### config.mk
export PLATFORM = sky130hd
export DESIGN_NAME = std_decoder
export DESIGN_NICKNAME = d
export VERILOG_FILES = /design/src/hw/std_decoder.v
export VERILOG_INCLUDE_DIRS = /design/src /design/src/hw
export SDC_FILE = /design/constraint.sdc
export NUM_CORES = 1
export LEC_CHECK = 0
export BUFFER_PORTS_ARGS = -buffer_cell sky130_fd_sc_hd__buf_2
export CORE_ASPECT_RATIO = 1.2
export CORE_MARGIN = 2
export CORE_UTILIZATION = 35
export DETAILED_ROUTE_END_ITERATION = 12
export MAX_ROUTING_LAYER = met4
export PLACE_DENSITY_LB_ADDON = 0.08
export SLEW_MARGIN = 10
export SYNTH_ARGS = -nofsm -noshare
export SYNTH_HDL_FRONTEND = slang
export SYNTH_SLANG_ARGS = --single-unit
### constraint.sdc
create_clock -name clk -period 2.8 [get_ports clk]
set_input_delay 0.28 -clock clk [delete_from_list [all_inputs] [get_ports clk]]
set_output_delay 0.28 -clock clk [all_outputs]
set_load 0.01 [all_outputs]
### src/hw/std_defines.vh
// constants for the security token address decoder
// assumes includer works in 18-bit offsets inside the security space
// Contract
// - security space is 256 KB; all offsets relative to its base.
// - engine blocks reset to hash 0x32000, des 0x34000, aes 0x38000, rc4 0x36000.
// - context offset is base 0x20000 plus 0x10000 plus token shifted left two.
// - context index: des token 5:3, hashing 6:4, rc4 9:7.
// - hash key page offset is base+0x10000+0x3000+index*32.
// - aes context tokens 0x40,0x54,0x68,0x7c,0x90,0xa4 map to 0..5.
// - data offset is base plus token 7:5 shl 8 plus token 4:0 shl 6.
// - multi-block data token addresses first block; blocks consecutive.
// - data page index: aes token 4:0 shl 2, des shl 3, hashing unshifted.
// - rc4 gets source and destination addresses, not page indices; the code gives a single address, rc4_data_addr_q, equal to the data offset.
// - engine offset is base plus token shifted left by 13.
// - engine token 0x8 is null; zero is a valid token.
`ifndef STD_DEFINES_VH
`define STD_DEFINES_VH
`define STD_AW            18
`define STD_SPACE_BYTES   19'h40000
`define STD_SEC_BASE      18'h20000
`define STD_CTX_HALF      18'h10000
`define STD_SECRET_OFF    18'h03000
`define STD_SLOT_SHIFT    13
`define STD_ENG_NULL      5'h08
`define STD_HASH_RST      18'h32000
`define STD_DES_RST       18'h34000
`define STD_AES_RST       18'h38000
`define STD_RC4_RST       18'h36000
`define STD_AES_T0        11'h040
`define STD_AES_T1        11'h054
`define STD_AES_T2        11'h068
`define STD_AES_T3        11'h07c
`define STD_AES_T4        11'h090
`define STD_AES_T5        11'h0a4
`endif

### src/hw/std_decoder.v
// token to offset and index decoder for the security offload unit
// assumes tokens and relocation writes arrive from logic on clk
`timescale 1ns/1ps
`include "std_defines.vh"
module std_decoder (
  input  wire                clk,
  input  wire                reset,
  input  wire [10:0]         ctx_token,
  input  wire [7:0]          data_token,
  input  wire [4:0]          eng_token,
  input  wire                eng_req,
  input  wire                reloc_we,
  input  wire [1:0]          reloc_sel,
  input  wire [`STD_AW-1:0]  reloc_addr,
  output reg  [`STD_AW-1:0]  ctx_offset_q,
  output reg  [2:0]          des_ctx_idx_q,
  output reg  [2:0]          hash_ctx_idx_q,
  output reg  [2:0]          rc4_ctx_idx_q,
  output reg  [`STD_AW-1:0]  secret_offset_q,
  output reg  [2:0]          aes_ctx_idx_q,
  output reg                 aes_ctx_err_q,
  output reg  [`STD_AW-1:0]  data_offset_q,
  output reg  [6:0]          aes_page_idx_q,
  output reg  [7:0]          des_page_idx_q,
  output reg  [4:0]          hash_page_idx_q,
  output reg  [`STD_AW-1:0]  rc4_data_addr_q,
  output reg  [`STD_AW-1:0]  eng_offset_q,
  output reg                 eng_null_q,
  output reg                 eng_access_q,
  output reg  [`STD_AW-1:0]  hash_blk_q,
  output reg  [`STD_AW-1:0]  des_blk_q,
  output reg  [`STD_AW-1:0]  aes_blk_q,
  output reg  [`STD_AW-1:0]  rc4_blk_q
);
  // 18-bit offsets cover exactly the 256 KB space; engine offsets for tokens 0x10 and above wrap modulo 2^18
  reg  [2:0]          aes_idx_d;
  reg                 aes_err_d;
  wire [`STD_AW-1:0]  ctx_off_d;
  wire [`STD_AW-1:0]  sec_off_d;
  wire [`STD_AW-1:0]  dat_off_d;
  wire [`STD_AW-1:0]  eng_off_d;
  wire                null_d;

  assign ctx_off_d = `STD_SEC_BASE + `STD_CTX_HALF + {5'h00, ctx_token, 2'h0};
  assign sec_off_d = `STD_SEC_BASE + `STD_CTX_HALF + `STD_SECRET_OFF
                   + {10'h000, ctx_token[6:4], 5'h00};
  assign dat_off_d = `STD_SEC_BASE + {7'h00, data_token[7:5], 8'h00}
                   + {7'h00, data_token[4:0], 6'h00};
  assign eng_off_d = `STD_SEC_BASE + {eng_token, 13'h0000};
  assign null_d    = (eng_token == `STD_ENG_NULL);

  always @* begin
    aes_idx_d = 3'h0;
    aes_err_d = 1'b0;
    case (ctx_token)
      `STD_AES_T0: aes_idx_d = 3'h0;
      `STD_AES_T1: aes_idx_d = 3'h1;
      `STD_AES_T2: aes_idx_d = 3'h2;
      `STD_AES_T3: aes_idx_d = 3'h3;
      `STD_AES_T4: aes_idx_d = 3'h4;
      `STD_AES_T5: aes_idx_d = 3'h5;
      default:     aes_err_d = 1'b1;
    endcase
  end

  always @(posedge clk or posedge reset) begin
    if (reset) begin
      ctx_offset_q    <= {`STD_AW{1'b0}};
      des_ctx_idx_q   <= 3'h0;
      hash_ctx_idx_q  <= 3'h0;
      rc4_ctx_idx_q   <= 3'h0;
      secret_offset_q <= {`STD_AW{1'b0}};
      aes_ctx_idx_q   <= 3'h0;
      aes_ctx_err_q   <= 1'b0;
      data_offset_q   <= {`STD_AW{1'b0}};
      aes_page_idx_q  <= 7'h00;
      des_page_idx_q  <= 8'h00;
      hash_page_idx_q <= 5'h00;
      rc4_data_addr_q <= {`STD_AW{1'b0}};
      eng_offset_q    <= {`STD_AW{1'b0}};
      eng_null_q      <= 1'b0;
      eng_access_q    <= 1'b0;
      hash_blk_q      <= `STD_HASH_RST;
      des_blk_q       <= `STD_DES_RST;
      aes_blk_q       <= `STD_AES_RST;
      rc4_blk_q       <= `STD_RC4_RST;
    end else begin
      ctx_offset_q    <= ctx_off_d;
      des_ctx_idx_q   <= ctx_token[5:3];
      hash_ctx_idx_q  <= ctx_token[6:4];
      rc4_ctx_idx_q   <= ctx_token[9:7];
      secret_offset_q <= sec_off_d;
      aes_ctx_idx_q   <= aes_idx_d;
      aes_ctx_err_q   <= aes_err_d;
      data_offset_q   <= dat_off_d;
      aes_page_idx_q  <= {data_token[4:0], 2'h0};
      des_page_idx_q  <= {data_token[4:0], 3'h0};
      hash_page_idx_q <= data_token[4:0];
      rc4_data_addr_q <= dat_off_d;
      eng_offset_q    <= null_d ? {`STD_AW{1'b0}} : eng_off_d;
      eng_null_q      <= null_d;
      eng_access_q    <= eng_req & ~null_d;
      if (reloc_we) begin
        case (reloc_sel)
          2'h0:    hash_blk_q <= reloc_addr;
          2'h1:    des_blk_q  <= reloc_addr;
          2'h2:    aes_blk_q  <= reloc_addr;
          default: rc4_blk_q  <= reloc_addr;
        endcase
      end
    end
  end
endmodule // std_decoder

==> flow_metrics.tcl <==
set metrics [dict create \
    p_leak_nw 2.78 \
    antenna_found_initial 0 \
    start_kind "primary input" \
    overflow 0 \
    synth.top_cell.area_share_pct 50.9 \
    grt_pass1_vias 2421 \
    htree_levels 3 \
    ys_ff_latch 104 \
    ir_drop_mv 0.335 \
    min_path_type "primary input to async pin" \
    area_growth_pct 22.2 \
    grt_pass1_wl_um 13400 \
    clk_pin_slew_ps 70 \
    wl_um 9040 \
    avgSynthCellArea_um2 14.2 \
    cts_tree "built" \
    final_hold_viol_count 0 \
    via_count 2666 \
    synthCells 315 \
    io_buffers 188 \
    maxCapViolCount 0 \
    cts_resized 0 \
    worstRegToRegCells 1 \
    setup_tns_ps 0 \
    synth.area.top_cells "dfrtp_1 51%, mux2_2 18%, buf_4 16%, dfstp_2 7.6%, ha_1 0.84%" \
    die_h_um 128 \
    final_max_slew_viol_count 0 \
    core_region_area_um2 12600 \
    top_usage_layer "met2" \
    final_nets 523 \
    rrSetupSlack_ps 2030 \
    cts_root_buf "clkbuf_16" \
    hpwl_um 6810 \
    cts_buffer_depth 2 \
    critPathCaptureType "register" \
    vias_per_cell 4.17 \
    met1_usage_pct 15.7 \
    first_iter_violations 55 \
    firstDrtPassIters 4 \
    grt_max_degree 50 \
    grt_usage_pct 13.2 \
    yosysTopAreaCell "dfrtp_1" \
    yosysMostFrequentCell "buf_4" \
    drc_errors 0 \
    path_class "primary input to register" \
    cts_buffers 9 \
    synth_area_um2 4480 \
    rows 45 \
    place.gp.congestion 0.676 \
    critPathMaxFanout 13 \
    n_antenna_cell 0 \
    max_freq_mhz 746 \
    die_area_um2 13700 \
    ys.flop_type "dfrtp_1" \
    use_met2_pct 21.4 \
    synth_cell_type_count 28 \
    yosysSeqAreaShare_pct 58.5 \
    worstMarginPinSlew_ps 690 \
    async_reset_ff_share_pct 100 \
    yosys_warnings 0 \
    setup_violations 0 \
    arrival_ps 1560 \
    synth_edf_count 0 \
    initial_utilization_pct 35.7 \
    nFillCells 1194 \
    met3_usage_pct 4.32 \
    power_density_nw_per_um2 724 \
    setup_ws_ps 1460 \
    maxSlewHeadroom_pct 53.9 \
    outcome "finished, final reports clean" \
    wire_per_inst_um 14.1 \
    cts_setup_buffers 0 \
    cts_hold_buf 0 \
    die_width_um 107 \
    rsz0062_at_grt "no" \
    pin_count 245 \
    required_ps 3020 \
    min_period_ps 1340 \
    ant_nets 0 \
    ys_top_cells_by_count "94 x buf_4, 91 x dfrtp_1, 72 x mux2_2" \
    fin_skew_ps 0 \
    cts.sinks 104 \
    drive_gt1_share_pct 63.0 \
    clk_latency_ps 330 \
    finalCritPeriodShare_pct 47.9 \
    dpl_worst_slack_ps 1090 \
]
layout by cell type, fill, tap and decap left out, types with 3 or more instances in the layout:
cell type,instances
nor2_1,3
dfstp_2,13
clkbuf_16,9
nor2b_1,3
buf_2,188
dfrtp_1,91
ha_1,3
conb_1,57
xor2_1,3
mux2_2,72
clkinv_2,3
through the flow:
step | total power, mW | hold slack, ps | util [%] | area [µm²] | instances
after floorplan | 2.39 | 311 | - | 4690 | 370
final | 3.96 | 35.3 | 43.6 | 5470 | 640
after detailed placement | 2.68 | 395 | 41.0 | 5150 | 624
after global routing | 4.19 | 22.5 | 43.6 | 5470 | 640
after global placement | 2.67 | 391 | 41.0 | 5150 | 624
after CTS | 4.02 | 37.0 | 43.6 | 5470 | 640
worst paths after layout:
kind	start	to
min in group clk	data_token[1]	rc4_data_addr_q[7]$_DFF_PP0_
max reg2reg	hash_blk_q[4]$_DFFE_PP0P_	hash_blk_q[4]$_DFFE_PP0P_
max in group asynchronous	reset	eng_offset_q[17]$_DFF_PP0_
max	reloc_sel[1]	hash_blk_q[4]$_DFFE_PP0P_
min	reset	rc4_data_addr_q[7]$_DFF_PP0_
min reg2reg	des_blk_q[6]$_DFFE_PP0P_	des_blk_q[6]$_DFFE_PP0P_
metal layers:
metal	part of all wire, %	wire length, µm	up-vias
met5	0	0	-
met4	1.1	103	0
met3	8.9	802	7
met2	49	4450	128
met1	41	3690	1319
li1	-	-	1212
power breakdown:
group          internal, mW  total (mW)  switching (mW)
Sequential             1.75        1.86           0.106
Clock                 0.803        1.34           0.532
Combinational         0.365       0.769           0.404
final cells by class:
type | instances | area, µm² | share of cell area [%]
clock buffers | 10 | 239 | 4.37
clock inverters | 6 | 82.6 | 1.51
inverters | 3 | 15.0 | 0.274
multi-input cells | 162 | 1320 | 24.2
flip-flops and latches | 104 | 2620 | 47.9
well taps | 164 | 205 | 3.75
repair buffers | 191 | 988 | 18.1
critical path, cell delays in order:
cell	delay, ps
buf_2	130
nor3b_2	570
buf_12	230
mux2_2	340
kinds of logic after synthesis:
| group | synth area share (%) |
|---|---|
| AOI/OAI and AO/OA | 1.12 |
| xor gates and xnor gates | 0.587 |
| adders and majority gates | 1.29 |
| buffers and inverters | 16.7 |
| DFF | 58.5 |
| muxes | 18.1 |
| other | 0.168 |
| and+or+nand+nor | 3.55 |
registers in the layout, indices dropped and copies added, names as in the netlist:
name,flops
aes_blk_q,18
aes_ctx_err_q,1
aes_ctx_idx_q,3
aes_page_idx_q,3
ctx_offset_q,7
des_blk_q,18
des_ctx_idx_q,1
eng_access_q,1
eng_null_q,1
eng_offset_q,5
hash_blk_q,18
hash_ctx_idx_q,2
rc4_blk_q,18
rc4_ctx_idx_q,2
rc4_data_addr_q,6
Note: power is estimated with default switching activity, not from simulation.
